**config.mk**
```make
export PLATFORM = sky130hd
export DESIGN_NAME = swbr_top
export DESIGN_NICKNAME = d
export VERILOG_FILES = /design/src/swbr_pkg.sv /design/src/swbr_top.sv
export SDC_FILE = /design/constraint.sdc
export NUM_CORES = 1
export LEC_CHECK = 0
export BUFFER_PORTS_ARGS = -buffer_cell sky130_fd_sc_hd__buf_2
export CORE_MARGIN = 1.5
export CORE_UTILIZATION = 50
export CTS_CLUSTER_DIAMETER = 200
export DETAILED_ROUTE_END_ITERATION = 8
export GPL_TIMING_DRIVEN = 0
export PLACE_DENSITY = 0.72
export SYNTH_ARGS = -nofsm -noshare
export SYNTH_HDL_FRONTEND = slang
export SYNTH_SLANG_ARGS = --single-unit
```
**constraint.sdc**
```tcl
create_clock -name pclk -period 2.8 [get_ports pclk]
set_clock_uncertainty 0.2 [all_clocks]
set_input_delay 0.28 -clock pclk [delete_from_list [all_inputs] [get_ports pclk]]
set_output_delay 0.28 -clock pclk [all_outputs]
set_load 0.02 [all_outputs]
```
**src/swbr_pkg.sv**
```systemverilog
/*
  Shared constants for the serial word readout block: register map,
  field positions, reset values, mode codes, state codes and timing.
  Assumes a 40 MHz pclk; all times are converted to cycles here.
*/
package swbr_pkg;
  // Clock period in ns
  localparam int CLK_NS = 25;
  // Register byte offsets
  localparam logic [7:0] OFS_CTRL = 8'h00;
  localparam logic [7:0] OFS_SIM = 8'h04;
  localparam logic [7:0] OFS_STATUS = 8'h08;
  localparam logic [7:0] OFS_SHIFT = 8'h0c;
  // Control register fields
  localparam int CTRL_MODE_LSB = 0;
  localparam int CTRL_WORD_LSB = 2;
  localparam int CTRL_CLR_BIT = 8;
  // Simulator register fields
  localparam int SIM_CNT_LSB = 0;
  localparam int SIM_ALT_BIT = 4;
  localparam int SIM_EN_BIT = 5;
  // Reset values
  localparam logic [1:0] MODE_RST = 2'h0;
  localparam logic [3:0] WORD_RST = 4'h1;
  localparam logic [3:0] SIM_CNT_RST = 4'h0;
  // Readout modes
  localparam logic [1:0] MODE_NORMAL = 2'h0;
  localparam logic [1:0] MODE_BCD = 2'h1;
  localparam logic [1:0] MODE_CHAIN = 2'h2;
  // Word gate decode range
  localparam logic [3:0] WORD_FIRST = 4'h1;
  localparam logic [3:0] WORD_LAST = 4'h8;
  // Pulse stretch: least time, rounded up
  localparam int STRETCH_NS = 50000;
  localparam int STRETCH_CYC = (STRETCH_NS + CLK_NS - 1) / CLK_NS;
  // Simulator pulse period: rounded up
  localparam int SIM_PERIOD_NS = 10000;
  localparam int SIM_DIV_CYC = (SIM_PERIOD_NS + CLK_NS - 1) / CLK_NS;
  // Buffer depth
  localparam logic [1:0] FIFO_DEPTH = 2'h2;
  // Conversion states
  typedef enum logic [1:0] {
    ST_IDLE = 2'b00,
    ST_SHIFT = 2'b01,
    ST_COUNT = 2'b10,
    ST_HOLD = 2'b11
  } swbr_state_e;
endpackage

```
**src/swbr_top.sv**
```systemverilog
/*
  Serial word readout: shifts format words in during the frame gate,
  converts them to binary and BCD by a fast count, drives lamps and
  recorder channels, accumulates one word in measurement-chain mode,
  shows memory outputs directly and runs a pulse simulator.
  Assumes all inputs synchronous to pclk; one pclk cycle is one
  high-speed count; registers reached over APB.
*/
// Design decisions made here: the placing of the registers and the APB interface to the registers.
// Operation
// - Shift serial data during frame gate
// - Count fast pulses after gate ends
// - Stop counting when counter equals word
// - Decade counters count alongside binary counter
// - Latch decade value to lamps on match, except in chain mode
// - BCD mode also drives recorder with decades
// - Displays hold until next gate rise
// - Gate rise clears counters, lamps show zero except in chain mode
// - Chain mode accumulates selected word across blocks
// - No accumulation during block start line
// - Word counter reset by word zero
// - Decode words 1-8, selected gate passes
// - Chain totals clear only on manual reset
// - Hold chain total at block end
// - Show memory outputs and strobe directly
// - Stretch short pulses, keep raw copies
// - Simulator injects 0-15 pulses, eight channels
// - Bin-open starts train, comparator ends it
`timescale 1ns/1ps
module swbr_top
  import swbr_pkg::*;
(
  // Clock and reset
  input wire logic pclk,
  input wire logic presetn,
  // APB slave
  input wire logic psel,
  input wire logic penable,
  input wire logic pwrite,
  input wire logic [7:0] paddr,
  input wire logic [31:0] pwdata,
  output logic [31:0] prdata,
  output logic pready,
  output logic pslverr,
  // Instrument format signals
  input wire logic frame_gate_window,
  input wire logic serial_data,
  input wire logic shift_strobe,
  input wire logic word_zero,
  input wire logic block_start,
  // Instrument memory and timing pulses
  input wire logic [7:0] mem_out,
  input wire logic memory_transfer_strobe,
  input wire logic revolution_pulse,
  input wire logic bin_open,
  // Panel and recorder
  output logic [15:0] lamp_bcd,
  output logic [19:0] recorder,
  output logic [7:0] mem_display,
  output logic transfer_display,
  output logic revolution_display,
  output logic [9:0] raw_pulses,
  // Simulator channels
  output logic [7:0] sim_chan,
  // Converted word stream
  output logic out_valid,
  input wire logic out_ready,
  output logic [23:0] out_data
);
  import swbr_pkg::*;

  // All state of the block
  typedef struct packed {
    swbr_state_e state;
    logic gate_d;
    logic blk_d;
    logic [7:0] sr;
    logic [7:0] bin;
    logic [15:0] dec;
    logic [15:0] lamp;
    logic [19:0] rec;
    logic [3:0] word_cnt;
    logic [15:0] acc;
    logic [7:0] blk_cnt;
    logic [1:0] mode;
    logic [3:0] chain_word;
    logic [3:0] sim_cnt;
    logic sim_alt;
    logic sim_en;
    logic sim_odd;
    logic sim_active;
    logic [3:0] sim_done;
    logic [8:0] sim_div;
    logic sim_pulse;
    logic [9:0][10:0] str;
    logic [9:0] str_on;
    logic [9:0] raw;
    logic [1:0][23:0] fifo;
    logic fifo_wp;
    logic fifo_rp;
    logic [1:0] fifo_cnt;
    logic [31:0] prdata;
  } swbr_state_s;

  swbr_state_s st_reg;
  swbr_state_s st_next;

  // Helper decodes
  logic wr_acc;
  logic gate_rise;
  logic gate_fall;
  logic blk_rise;
  logic manual_clr;
  logic [7:0] word_gates;
  logic word_pass;
  logic fifo_full;
  logic fifo_pop;
  logic [9:0] pulse_in;
  logic addr_ok;

  // Decimal increment of four decades
  function automatic logic [15:0] bcd_inc(input logic [15:0] v);
    logic [15:0] r;
    logic carry;
    r = v;
    carry = 1'b1;
    for (int d = 0; d < 4; d++) begin
      if (carry) begin
        if (r[d*4 +: 4] == 4'h9) begin
          r[d*4 +: 4] = 4'h0;
        end else begin
          r[d*4 +: 4] = r[d*4 +: 4] + 4'h1;
          carry = 1'b0;
        end
      end
    end
    return r;
  endfunction

  // Bus and edge decodes
  always_comb begin
    wr_acc = psel & penable & pwrite;
    addr_ok = (paddr == OFS_CTRL) | (paddr == OFS_SIM) | (paddr == OFS_STATUS) |
              (paddr == OFS_SHIFT);
    gate_rise = frame_gate_window & ~st_reg.gate_d;
    gate_fall = ~frame_gate_window & st_reg.gate_d;
    blk_rise = block_start & ~st_reg.blk_d;
    manual_clr = wr_acc & (paddr == OFS_CTRL) & pwdata[CTRL_CLR_BIT];
    fifo_full = (st_reg.fifo_cnt == FIFO_DEPTH);
    fifo_pop = (st_reg.fifo_cnt != 2'h0) & out_ready;
    pulse_in = {revolution_pulse, memory_transfer_strobe, mem_out};
    // Word gates for states 1 to 8
    for (int i = 0; i < 8; i++) begin
      word_gates[i] = (st_reg.word_cnt == 4'(i + 1));
    end
    word_pass = (st_reg.chain_word >= WORD_FIRST) && (st_reg.chain_word <= WORD_LAST) &&
                word_gates[3'(st_reg.chain_word - 4'h1)];
  end

  // Next-state logic for the whole block
  always_comb begin
    st_next = st_reg;
    st_next.gate_d = frame_gate_window;
    st_next.blk_d = block_start;
    st_next.sim_pulse = 1'b0;
    st_next.raw = pulse_in;

    // Register writes
    if (wr_acc && paddr == OFS_CTRL) begin
      st_next.mode = pwdata[CTRL_MODE_LSB +: 2];
      st_next.chain_word = pwdata[CTRL_WORD_LSB +: 4];
    end
    if (wr_acc && paddr == OFS_SIM) begin
      st_next.sim_cnt = pwdata[SIM_CNT_LSB +: 4];
      st_next.sim_alt = pwdata[SIM_ALT_BIT];
      st_next.sim_en = pwdata[SIM_EN_BIT];
    end

    // Read data captured in setup phase
    if (psel && !penable) begin
      case (paddr)
        OFS_CTRL: st_next.prdata = {22'h0, st_reg.chain_word, st_reg.mode, 4'h0} >> 4;
        OFS_SIM: st_next.prdata = {26'h0, st_reg.sim_en, st_reg.sim_alt, st_reg.sim_cnt};
        OFS_STATUS: st_next.prdata = {6'h0, st_reg.state, st_reg.bin, st_reg.lamp};
        OFS_SHIFT: st_next.prdata = {12'h0, st_reg.word_cnt, st_reg.blk_cnt, st_reg.sr};
        default: st_next.prdata = 32'h0;
      endcase
    end

    // Word counter: word zero resets, each word end advances
    if (word_zero) begin
      st_next.word_cnt = 4'h0;
    end else if (gate_fall) begin
      st_next.word_cnt = st_reg.word_cnt + 4'h1;
    end

    // Conversion sequence
    case (st_reg.state)
      ST_IDLE, ST_HOLD: begin
        if (gate_rise) begin
          st_next.state = ST_SHIFT;
          st_next.sr = 8'h00;
          st_next.bin = 8'h00;
          st_next.dec = 16'h0;
          if (st_reg.mode != MODE_CHAIN) begin
            st_next.lamp = 16'h0;
          end
        end
      end
      ST_SHIFT: begin
        if (!frame_gate_window) begin
          st_next.state = ST_COUNT;
        end else if (shift_strobe) begin
          st_next.sr = {st_reg.sr[6:0], serial_data};
        end
      end
      ST_COUNT: begin
        if (st_reg.bin == st_reg.sr) begin
          // Match: counts gated off, result latched once buffer has room
          if (!fifo_full) begin
            st_next.state = ST_HOLD;
            if (st_reg.mode != MODE_CHAIN) begin
              st_next.lamp = st_reg.dec;
            end
          end
        end else begin
          st_next.bin = st_reg.bin + 8'h01;
          st_next.dec = bcd_inc(st_reg.dec);
          if (st_reg.mode == MODE_CHAIN && word_pass && !block_start) begin
            st_next.acc = bcd_inc(st_reg.acc);
          end
        end
      end
      default: st_next.state = ST_IDLE;
    endcase

    // Block start: count blocks, hold the finished total
    if (blk_rise) begin
      st_next.blk_cnt = st_reg.blk_cnt + 8'h01;
      if (st_reg.mode == MODE_CHAIN) begin
        st_next.lamp = st_reg.acc;
      end
    end
    if (manual_clr) begin
      st_next.acc = 16'h0;
      st_next.blk_cnt = 8'h00;
      if (st_reg.mode == MODE_CHAIN) begin
        st_next.lamp = 16'h0;
      end
    end

    // Recorder channels by mode
    case (st_reg.mode)
      MODE_BCD: st_next.rec = {4'h0, st_next.lamp};
      MODE_CHAIN: st_next.rec = {4'h0, st_next.lamp};
      default: st_next.rec = {2'b00, st_reg.str_on, st_reg.sr};
    endcase

    // Pulse stretchers
    for (int i = 0; i < 10; i++) begin
      if (pulse_in[i]) begin
        st_next.str[i] = 11'(STRETCH_CYC);
      end else if (st_reg.str[i] != 11'h0) begin
        st_next.str[i] = st_reg.str[i] - 11'h001;
      end
      st_next.str_on[i] = (st_next.str[i] != 11'h0);
    end

    // Pulse simulator
    if (bin_open && st_reg.sim_en) begin
      st_next.sim_odd = ~st_reg.sim_odd;
      if (!st_reg.sim_alt || !st_reg.sim_odd) begin
        st_next.sim_active = 1'b1;
        st_next.sim_done = 4'h0;
        st_next.sim_div = 9'h000;
      end
    end else if (st_reg.sim_active) begin
      if (st_reg.sim_done == st_reg.sim_cnt) begin
        st_next.sim_active = 1'b0;
      end else if (st_reg.sim_div == 9'(SIM_DIV_CYC - 1)) begin
        st_next.sim_div = 9'h000;
        st_next.sim_pulse = 1'b1;
        st_next.sim_done = st_reg.sim_done + 4'h1;
      end else begin
        st_next.sim_div = st_reg.sim_div + 9'h001;
      end
    end

    // Two-entry output buffer
    if (st_reg.state == ST_COUNT && st_reg.bin == st_reg.sr && !fifo_full) begin
      st_next.fifo[st_reg.fifo_wp] = {st_reg.bin, st_reg.dec};
      st_next.fifo_wp = ~st_reg.fifo_wp;
    end
    if (fifo_pop) begin
      st_next.fifo_rp = ~st_reg.fifo_rp;
    end
    st_next.fifo_cnt = st_reg.fifo_cnt + 2'(st_next.fifo_wp != st_reg.fifo_wp) -
                       2'(fifo_pop);
  end

  // State register
  always_ff @(posedge pclk or negedge presetn) begin
    if (!presetn) begin
      st_reg <= '0;
      st_reg.mode <= MODE_RST;
      st_reg.chain_word <= WORD_RST;
      st_reg.sim_cnt <= SIM_CNT_RST;
      st_reg.state <= ST_IDLE;
    end else begin
      st_reg <= st_next;
    end
  end

  // Outputs
  always_comb begin
    prdata = st_reg.prdata;
    pready = 1'b1;
    pslverr = psel & penable & ~addr_ok;
    lamp_bcd = st_reg.lamp;
    recorder = st_reg.rec;
    mem_display = st_reg.str_on[7:0];
    transfer_display = st_reg.str_on[8];
    revolution_display = st_reg.str_on[9];
    raw_pulses = st_reg.raw;
    sim_chan = {8{st_reg.sim_pulse}};
    out_valid = (st_reg.fifo_cnt != 2'h0);
    out_data = st_reg.fifo[st_reg.fifo_rp];
  end
endmodule

```
==> results.toml, run 1 <==
[outcome]
status = "finished, final reports clean"

[critical_path]
crit_chain = "xor2_2 -> nor4_4 -> nand3_4 -> buf_4 -> or4_1 -> nand3b_4 -> buf_6 -> o221ai_1"
slowest_stage = "or4_1"
worstPathArrival_ns = 2.93
cpPeakStageDelay_ns = 0.52
start_kind = "register"
crit_buf_inv = 2
crit_family = "simple AND/OR/NAND/NOR gates"
crit_type = "register to register"
cp_max_fo = 10
required_ns = 2.97
cp-end-kind = "register"

[synth]
ys.flop_type = "dfrtp_1"
synth-compound-area-share_pct = 12.96
ys_types = 79
synth.area.mux_share_pct = 6.486
yosysWarnings = 0
yosys.area.top_type = "dfrtp_1"
yosysTopAreaCellShare_pct = 47.10
synth_simple_gate_area_share_pct = 19.22
synth_edf_count = 0
synth_top_family_by_area = "simple AND/OR/NAND/NOR gates"
async_flop_share_pct = 100.0
avgSynthCellArea_sq_um = 9.972
ys_ff_latch = 334
synth_fa_ha_area_share_pct = 3.183
synth_xor_area_share_pct = 4.307
syn_inst = 1774
syn_area_sq_um = 17690
synthTopCellsByArea = "dfrtp_1, mux2_2, buf_4, nand2_1, ha_1"
yosysSeqAreaShare_pct = 47.25

[die]
die_y_microns = 191.1
pin_count = 185
die-area_sq_um = 36520
initial_core_util_pct = 50.96
die_width_microns = 191.1
fp-row-count = 68
coreArea_sq_um = 34710

[clocking]
clock_latency_ns = 0.54
clock_sinks = 334
cts_buffers = 39
clockBufferDepth = 3
htree_levels = 2
cts_tree = "yes"
cts_root_buf = "clkbuf_16"
path_clk_slew_ns = 0.06

[timing]
timing.fmax_ghz = 0.3628
maxSlewViolCount = 0
hold_viol_final = 0
setup-violations-final = 0
slew_headroom_pct = 44.58
setup_slack_ns = 0.04395
whs_ns = 0.04833
fin_crit_sh_pct = 98.43
rsz0062_at_grt = "true"
tightest_slew_ns = 0.8238
finalCriticalPeriod_ns = 2.756

[grt]
grt_usage_pct = 23.07
grt_max_degree = 127
grt_overflow = 0
grt_pass1_wl_microns = 68380
grt_pass1_vias = 13470
antenna_found_initial = 0

[detailed_routing]
vias = 14090
detail-route-antenna-nets = 0
drc = 0
drt_pass1_iterations = 5
vias_per_cell = 5.595
routedWlPerCell_microns = 16.84
drt_iter0_drc = 986
totalWireLength_microns = 42390

[pwr]
power.density_nw_per_um2 = 718.3
leakagePower_nw = 9.503
ir_drop_v = 0.0005834

[final_layout]
fin_cells = 2518
antenna_cells = 0
syn2layout_area_growth_pct = 20.65
nets = 2140
drive_gt1_share_pct = 26.22
largest_reg_flops = 253

[job]
drv_cap = 0

[placement]
portBuffers = 150
dpl.hpwl_microns = 29740
place_inst = 2389
gp_congestion = 0.8714
place_ws_ns = -0.7450

[min_path]
min_path_type = "input port to register"
## path summary, 6_finish.rpt
check	depth (start not counted)	startpoint	endpoint	slack [ns]
setup / recovery	8	st_reg[331]	recorder[15]	0.04
hold / removal	3	psel	prdata[25]	0.05
min in group asynchronous	2	presetn	st_reg[221]	0.06
hold reg to reg	2	st_reg[228]	st_reg[228]	0.28
max in group asynchronous	4	presetn	st_reg[142]	0.89
setup reg to reg	8	st_reg[331]	recorder[15]	0.04
## where the power goes
| group | total (W) | internal (W) | switching [W] |
|---|---|---|---|
| Clock | 0.00513 | 0.00308 | 0.00205 |
| Combinational | 0.00424 | 0.00178 | 0.00246 |
| Sequential | 0.00596 | 0.00536 | 0.000596 |
## cell usage in the layout (no fill, tap or decap), types with 13 or more instances in the layout
cell type and count:
buf_4 138, clkbuf_1 46, xnor2_1 41, o21ai_0 104, mux2_2 83, nor4_1 25, nor2b_1 32, inv_1 45
nand3_1 32, a31oi_1 13, dfrtp_1 318, nor2_1 129, nand2_1 163, nand4_1 14, nor3b_1 14, buf_2 149
a21o_1 13, ha_1 38, a21oi_1 46, dlygate4sd3_1 23, xor2_1 42, clkbuf_16 39, mux2i_1 19, o22ai_1 16
o31ai_1 27, nor3_1 39, and3_1 18, a22oi_1 31, o221ai_1 14, dfrtp_2 15, nand2b_1 63
## per-layer routing
metal	up-vias	wire (microns)	GRT usage, %
met4	0	1414	8.083
met5	-	0	0
met3	81	1858	3.194
met1	6872	18470	30.41
li1	6751	-	-
met2	383	20660	38.92
## through the flow
stage | instance area, sq um | setup TNS [ns] | total power (W) | utilization, %
after floorplan | 17740 | 0 | 0.008550 | -
after global placement | 19060 | -1743.25 | 0.009535 | 54.91
after detailed placement | 19150 | -40.59 | 0.009711 | 55.18
after CTS | 20880 | -0.7789 | 0.01512 | 60.15
after global routing | 21340 | -0.2064 | 0.01617 | 61.49
final | 21340 | 0 | 0.01533 | 61.49
## cells in the mapped netlist (4+ instances only)
cell      count
a31oi_1      13
nand4_1      14
nor3b_1      19
nand2_1     163
nor2_1      132
and2_1        7
clkbuf_1     62
o22ai_1      16
or3b_2        7
nor3_1       44
o41ai_1      12
nor2b_1      32
mux2_2       83
a41oi_1       4
o21ai_0     104
nor4_1       29
o31ai_1      27
or4_1        12
a22o_1        4
inv_1        47
xnor2_1      43
nand3_1      33
a21oi_1      48
a211oi_1     11
dfrtp_1     333
nand4b_1     10
and3_1       18
a21o_1       13
mux2i_1      19
a22oi_1      31
nand2b_1     63
o221ai_1     14
a221o_1       5
nand3b_1     12
or2_2         9
buf_4        96
a221oi_1      8
or3_1        12
xor2_1       44
a211o_1       9
ha_1         45
## layout make-up
cell class,instances,area [sq um]
timing repair buffer,219,1394
tap,455,569.3
buffer,155,982.2
clock buffer,50,1107
clock inverter,21,205.2
inverter,48,185.2
fill,2861,13370
sequential,334,8378
multi-input combinational,1236,8523
## what timing repair did
action | 4_1_cts | 5_1_grt
endpoints found under the setup margin | 112 | 75
cloned | 0 | 1
pin swaps | 8 | 21
endpoints found under the hold margin | 259 | 0
hold buffers | 23 | 0
gates resized for setup | 40 | 54
setup buffers | 8 | 34
## cells by family after synthesis
kind of cell / Yosys count
buffers and inverters: 212
AND/OR/NAND/NOR: 644
AO/OA/AOI/OAI: 347
other: 2
adder cells (fa/ha/maj): 45
multiplexers: 103
flip-flops: 334
XOR/XNOR: 87
## worst min-delay path: stages
cell,delay [ns]
buf_2,0.11
nand2b_1,0.21
o21ai_0,0.13
Power figures use the tool's default switching activity.
==> inputs of run 2 (changes only) <==
- ABC_AREA: not set -> 1
- CAP_MARGIN: not set -> 0
- GPL_TIMING_DRIVEN: 0 -> not set
==> results.toml, run 2 <==
[placement]
gp_congestion = 0.8779
placed_cell_area_sq_um = 18980
dpl.hpwl_microns = 32480
portBuffers = 150

[critical_path]
r2r-start = "st_reg[331]"
cp-end-kind = "register"
worstPathArrival_ns = 2.93
required_ns = 3.03
crit_type = "register to register"
cp_max_fo = 4
start_kind = "register"
crit_start = "st_reg[331]"

[synth]
yosysSeqAreaShare_pct = 45.78
ys_types = 51
syn_area_sq_um = 18260
yosysWarnings = 0
yosysTopAreaCellShare_pct = 45.64
syn_inst = 2375
synthTopCellsByArea = "dfrtp_1, nand2_1, inv_1, o21ai_0, nor2_1"
async_flop_share_pct = 100.0
ys_ff_latch = 334
ys.flop_type = "dfrtp_1"
synth_edf_count = 0
yosys.area.top_type = "dfrtp_1"
synth_common_cells = "nand2_1, inv_1, dfrtp_1"
synth.most_common_cell = "nand2_1"
avgSynthCellArea_sq_um = 7.688

[detailed_routing]
drc = 11
routedWlPerCell_microns = 15.04
drt_pass1_iterations = 9
drt_iter0_drc = 1016
totalWireLength_microns = 44810
detail-route-antenna-nets = 0
vias_per_cell = 5.241
vias = 15610

[timing]
finalCriticalPeriod_ns = 2.707
maxSlewViolCount = 0
whs_ns = 0.01963
tightest_slew_ns = 0.9275
setup-violations-final = 0
timing.fmax_ghz = 0.3694
fin_crit_sh_pct = 96.69
hold_viol_final = 0
slew_headroom_pct = 37.75

[pwr]
leakagePower_nw = 10.50
totalPowerFinal_w = 0.01768
ir_drop_v = 0.0006974
power.density_nw_per_um2 = 854.1

[clocking]
clockBufferDepth = 3
htree_levels = 2
cts_tree = "yes"
path_clk_slew_ns = 0.06
clock_sinks = 334
cts_buffers = 39
clock_latency_ns = 0.56
cts_root_buf = "clkbuf_16"

[final_layout]
syn2layout_area_growth_pct = 13.34
num-fill-cells = 3284
antenna_cells = 0
layout_commonest_cell = "nand2_1"
nets = 2601
drive_gt1_share_pct = 12.11
largest_reg_flops = 253
fin_area_sq_um = 20690
final_cell_mix = "nand2_1, inv_1, dfrtp_1"
utilization_pct = 57.90

[die]
coreArea_sq_um = 35740
die-area_sq_um = 37670
initial_core_util_pct = 51.09
die_y_microns = 194.1
die_width_microns = 194.1
fp-row-count = 69
pin_count = 185

[grt]
grt_pass1_vias = 15030
grt_usage_pct = 24.04
grt_overflow = 0
grt_pass1_wl_microns = 74170
grt_max_degree = 96
antenna_found_initial = 0

[job]
drv_cap = 0

[outcome]
failed_checks = "DRC"
status = "finished, violations left"

[min_path]
min_path_type = "input port to async pin"
-- run 2: changes by cell type after synthesis, sizes merged, moves of 63 or more --
| cell | change |
|---|---|
| nor2 | +92 |
| inv | +308 |
| nand2b | -63 |
| nand3 | +128 |
| nand2 | +427 |
| mux2 | -83 |
| o21ai | +75 |
-- run 2: critical path: stages (launching register included) --
cell and delay (ns):
dfrtp_1 0.41, inv_2 0.07, nand2_1 0.06, nand2_1 0.05
nor2_1 0.13, nand2_2 0.08, nor2_4 0.13, nand2_2 0.08
a21oi_2 0.14, ha_1 0.27, xor2_1 0.16, ha_1 0.28
inv_1 0.04, ha_2 0.18, xnor2_2 0.14, xor2_1 0.15
-- run 2: worst paths after layout --
check / endpoint / slack, ns / cells past startpoint
min reg2reg: st_reg[248] / 0.26 / 1
max: st_reg[33] / 0.09 / 15
min in group pclk: prdata[8] / 0.06 / 5
min: st_reg[66] / 0.02 / 2
max reg2reg: st_reg[33] / 0.09 / 15
max in group asynchronous: raw_pulses[1] / 1.53 / 4
-- run 2: routing by layer --
metal / wire length [microns] / global-route usage, % / up-vias
met4: 2210 / 12.62 / 0
met5: 0 / 0 / -
met1: 19200 / 29.85 / 7350
met2: 21180 / 40.55 / 436
li1: - / - / 7711
met3: 2217 / 3.757 / 116
-- run 2: what timing repair did --
item                                    4_1_cts  5_1_grt
setup buffers                                 0       12
hold endpoints to repair                    391        0
pin swaps                                     0       10
endpoints found under the setup margin        1       17
hold buffers                                 24        0
resized for setup                             1       19
-- run 2: metrics by stage --
stage	cells	worst slack, ns	setup TNS (ns)
2_1_floorplan	2382	0.2289	0
3_3_place_gp	2878	0.09702	0
6_report	2979	0.09260	0
3_5_place_dp	2878	0.02020	0
5_1_grt	2979	-0.03146	-0.03146
4_1_cts	2967	0.02511	0
-- run 2: power by group --
part           switching, W  leakage, nW  internal, W
Clock               0.00203        0.647      0.00329
Combinational       0.00399         5.81      0.00194
Sequential         0.000753         4.04      0.00567
Total               0.00677         10.5       0.0109
-- run 2: final cells by class --
| cell class | instances | area, sq um | share of cell area [%] |
|---|---|---|---|
| Inverter | 360 | 1351 | 6.530 |
| Clock inverter | 15 | 257.7 | 1.245 |
| Sequential cell | 334 | 8362 | 40.41 |
| Timing Repair Buffer | 219 | 1401 | 6.771 |
| Clock buffer | 50 | 1087 | 5.254 |
| Tap cell | 461 | 576.8 | 2.787 |
| Multi-Input combinational cell | 1540 | 7659 | 37.01 |
-- run 2: logic make-up (layout without fill, tap and decap cells) --
group                    Yosys count  after routing  share of synthesized area [%]
AND/OR/NAND/NOR                 1086           1086                          25.04
buffers and inverters            508            644                          12.63
AO/OA/AOI/OAI                    341            341                          10.59
flip-flops                       334            334                          45.78
XOR/XNOR                          59             59                          2.830
adder cells (fa/ha/maj)           45             45                          3.084
other                              2              9                        0.04113
==> inputs of run 3 (changes only) <==
- REMOVE_ABC_BUFFERS: not set -> 1
==> results.toml, run 3 (synthesis results as in run 2) <==
[clocking]
htree_levels = 2
path_clk_slew_ns = 0.06
cts_tree = "yes"
cts_buffers = 39
cts_root_buf = "clkbuf_16"
clockBufferDepth = 3
clock_latency_ns = 0.55
clock_sinks = 334

[min_path]
min_from = "penable"
min_path_type = "input port to register"

[final_layout]
syn2layout_area_growth_pct = 13.00
final_cell_mix = "nand2_1, inv_1, dfrtp_1"
layout_commonest_cell = "nand2_1"
drive_gt1_share_pct = 11.59
antenna_cells = 0
largest_reg_flops = 253
nets = 2599
fin_area_sq_um = 20630
fin_cells = 2980

[placement]
placed_cell_area_sq_um = 19060
portBuffers = 150
gp_congestion = 0.9208
dpl.hpwl_microns = 32510
place_inst = 2886

[detailed_routing]
totalWireLength_microns = 44900
routedWlPerCell_microns = 15.07
drt_iter0_drc = 966
drc = 12
detail-route-antenna-nets = 0
vias = 15460
vias_per_cell = 5.189
drt_pass1_iterations = 7

[grt]
grt_pass1_vias = 14880
grt_overflow = 0
grt_max_degree = 79
grt_usage_pct = 24.29
antenna_found_initial = 0
grt_pass1_wl_microns = 74540

[critical_path]
required_ns = 3.03
slowest_stage = "dfrtp_1"
crit_type = "register to register"
cp_max_fo = 4
r2r-start = "st_reg[336]"
start_kind = "register"
crit_buf_inv = 2
crit_family = "adder cells"
cpPeakStageDelay_ns = 0.40
cp-end-kind = "register"
worstPathArrival_ns = 2.98
crit_start = "st_reg[336]"
crit_chain = "inv_1 -> nand2_1 -> nand2_1 -> nor2_1 -> nand2_1 -> nor2_2 -> nand2_2 -> a21oi_2 -> ha_1 -> xor2_1 -> ha_1 -> inv_1 -> ha_1 -> xnor2_2 -> xor2_1"

[pwr]
totalPowerFinal_w = 0.01746
ir_drop_v = 0.0005784
leakagePower_nw = 10.49
power.density_nw_per_um2 = 846.4

[die]
pin_count = 185
die_y_microns = 194.1
die-area_sq_um = 37670
coreArea_sq_um = 35740
die_width_microns = 194.1
initial_core_util_pct = 51.09
fp-row-count = 69

[outcome]
status = "finished, violations left"
failed_checks = "DRC"

[timing]
slew_headroom_pct = 52.08
finalCriticalPeriod_ns = 2.748
rsz0062_at_grt = "true"
tightest_slew_ns = 0.7166
whs_ns = 0.06364
setup-violations-final = 0
maxSlewViolCount = 0
timing.fmax_ghz = 0.3639
setup_tns_ns = 0
hold_viol_final = 0
fin_crit_sh_pct = 98.15

[job]
drv_cap = 0
-- run 3: changes by cell type in the layout (fill, tap and decap cells not counted), sizes merged --
cell and change:
clkinv +4, bufinv -3, clkbuf +3, buf -1
clkinvlp -1, dlygate4sd3 -1
-- run 3: repair_timing --
item                                    in CTS  in global routing
hold buffers                                23                  0
endpoints found under the hold margin      196                  0
setup buffers                                0                  3
endpoints found under the setup margin       0                 15
resized for setup                            0                  5
-- run 3: worst register-to-register path, stage by stage, from the launching register on --
cell and delay (ns):
dfrtp_1 0.40, inv_1 0.10, nand2_1 0.06, nand2_1 0.05, nor2_1 0.13, nand2_1 0.10, nor2_2 0.15, nand2_2 0.09
a21oi_2 0.14, ha_1 0.27, xor2_1 0.15, ha_1 0.27, inv_1 0.04, ha_1 0.20, xnor2_2 0.14, xor2_1 0.16
-- run 3: power breakdown --
part | internal [W] | switching, W
Sequential | 0.00567 | 0.000683
Combinational | 0.00190 | 0.00404
Clock | 0.00312 | 0.00204
Total | 0.0107 | 0.00676
-- run 3: path summary, 6_finish.rpt --
path,endpoint,slack [ns],cells after the start
min in group asynchronous,st_reg[220],0.13,2
worst min register to register,st_reg[248],0.26,1
worst max register to register,st_reg[33],0.05,15
max in group asynchronous,st_reg[115],1.55,3
worst max-delay path,st_reg[33],0.05,15
worst min-delay path,prdata[6],0.06,5
-- run 3: layout make-up --
| class | count | area [sq um] |
|---|---|---|
| tap | 461 | 576.8 |
| fill | 3297 | 15110 |
| inverter | 360 | 1351 |
| clock inverter | 15 | 157.7 |
| multi-input combinational | 1540 | 7636 |
| clock buffer | 53 | 1141 |
| timing repair buffer | 217 | 1409 |
| sequential | 334 | 8361 |
-- run 3: metrics by stage --
step,worst slack (ns),util (%)
4_1_cts,0.004625,57.61
3_5_place_dp,0.02537,53.34
2_1_floorplan,-0.2233,-
5_1_grt,-0.1111,57.73
3_3_place_gp,0.1094,53.34
6_report,0.05184,57.73
-- run 3: routing by layer --
layer | wire length, microns | part of all wire (%) | global-route usage (%) | up-vias
met5 | 0 | 0 | 0 | -
met4 | 1686 | 3.8 | 9.520 | 0
met3 | 2986 | 6.6 | 4.975 | 102
met2 | 21090 | 47 | 40.27 | 413
met1 | 19140 | 43 | 31.22 | 7260
li1 | - | - | - | 7687
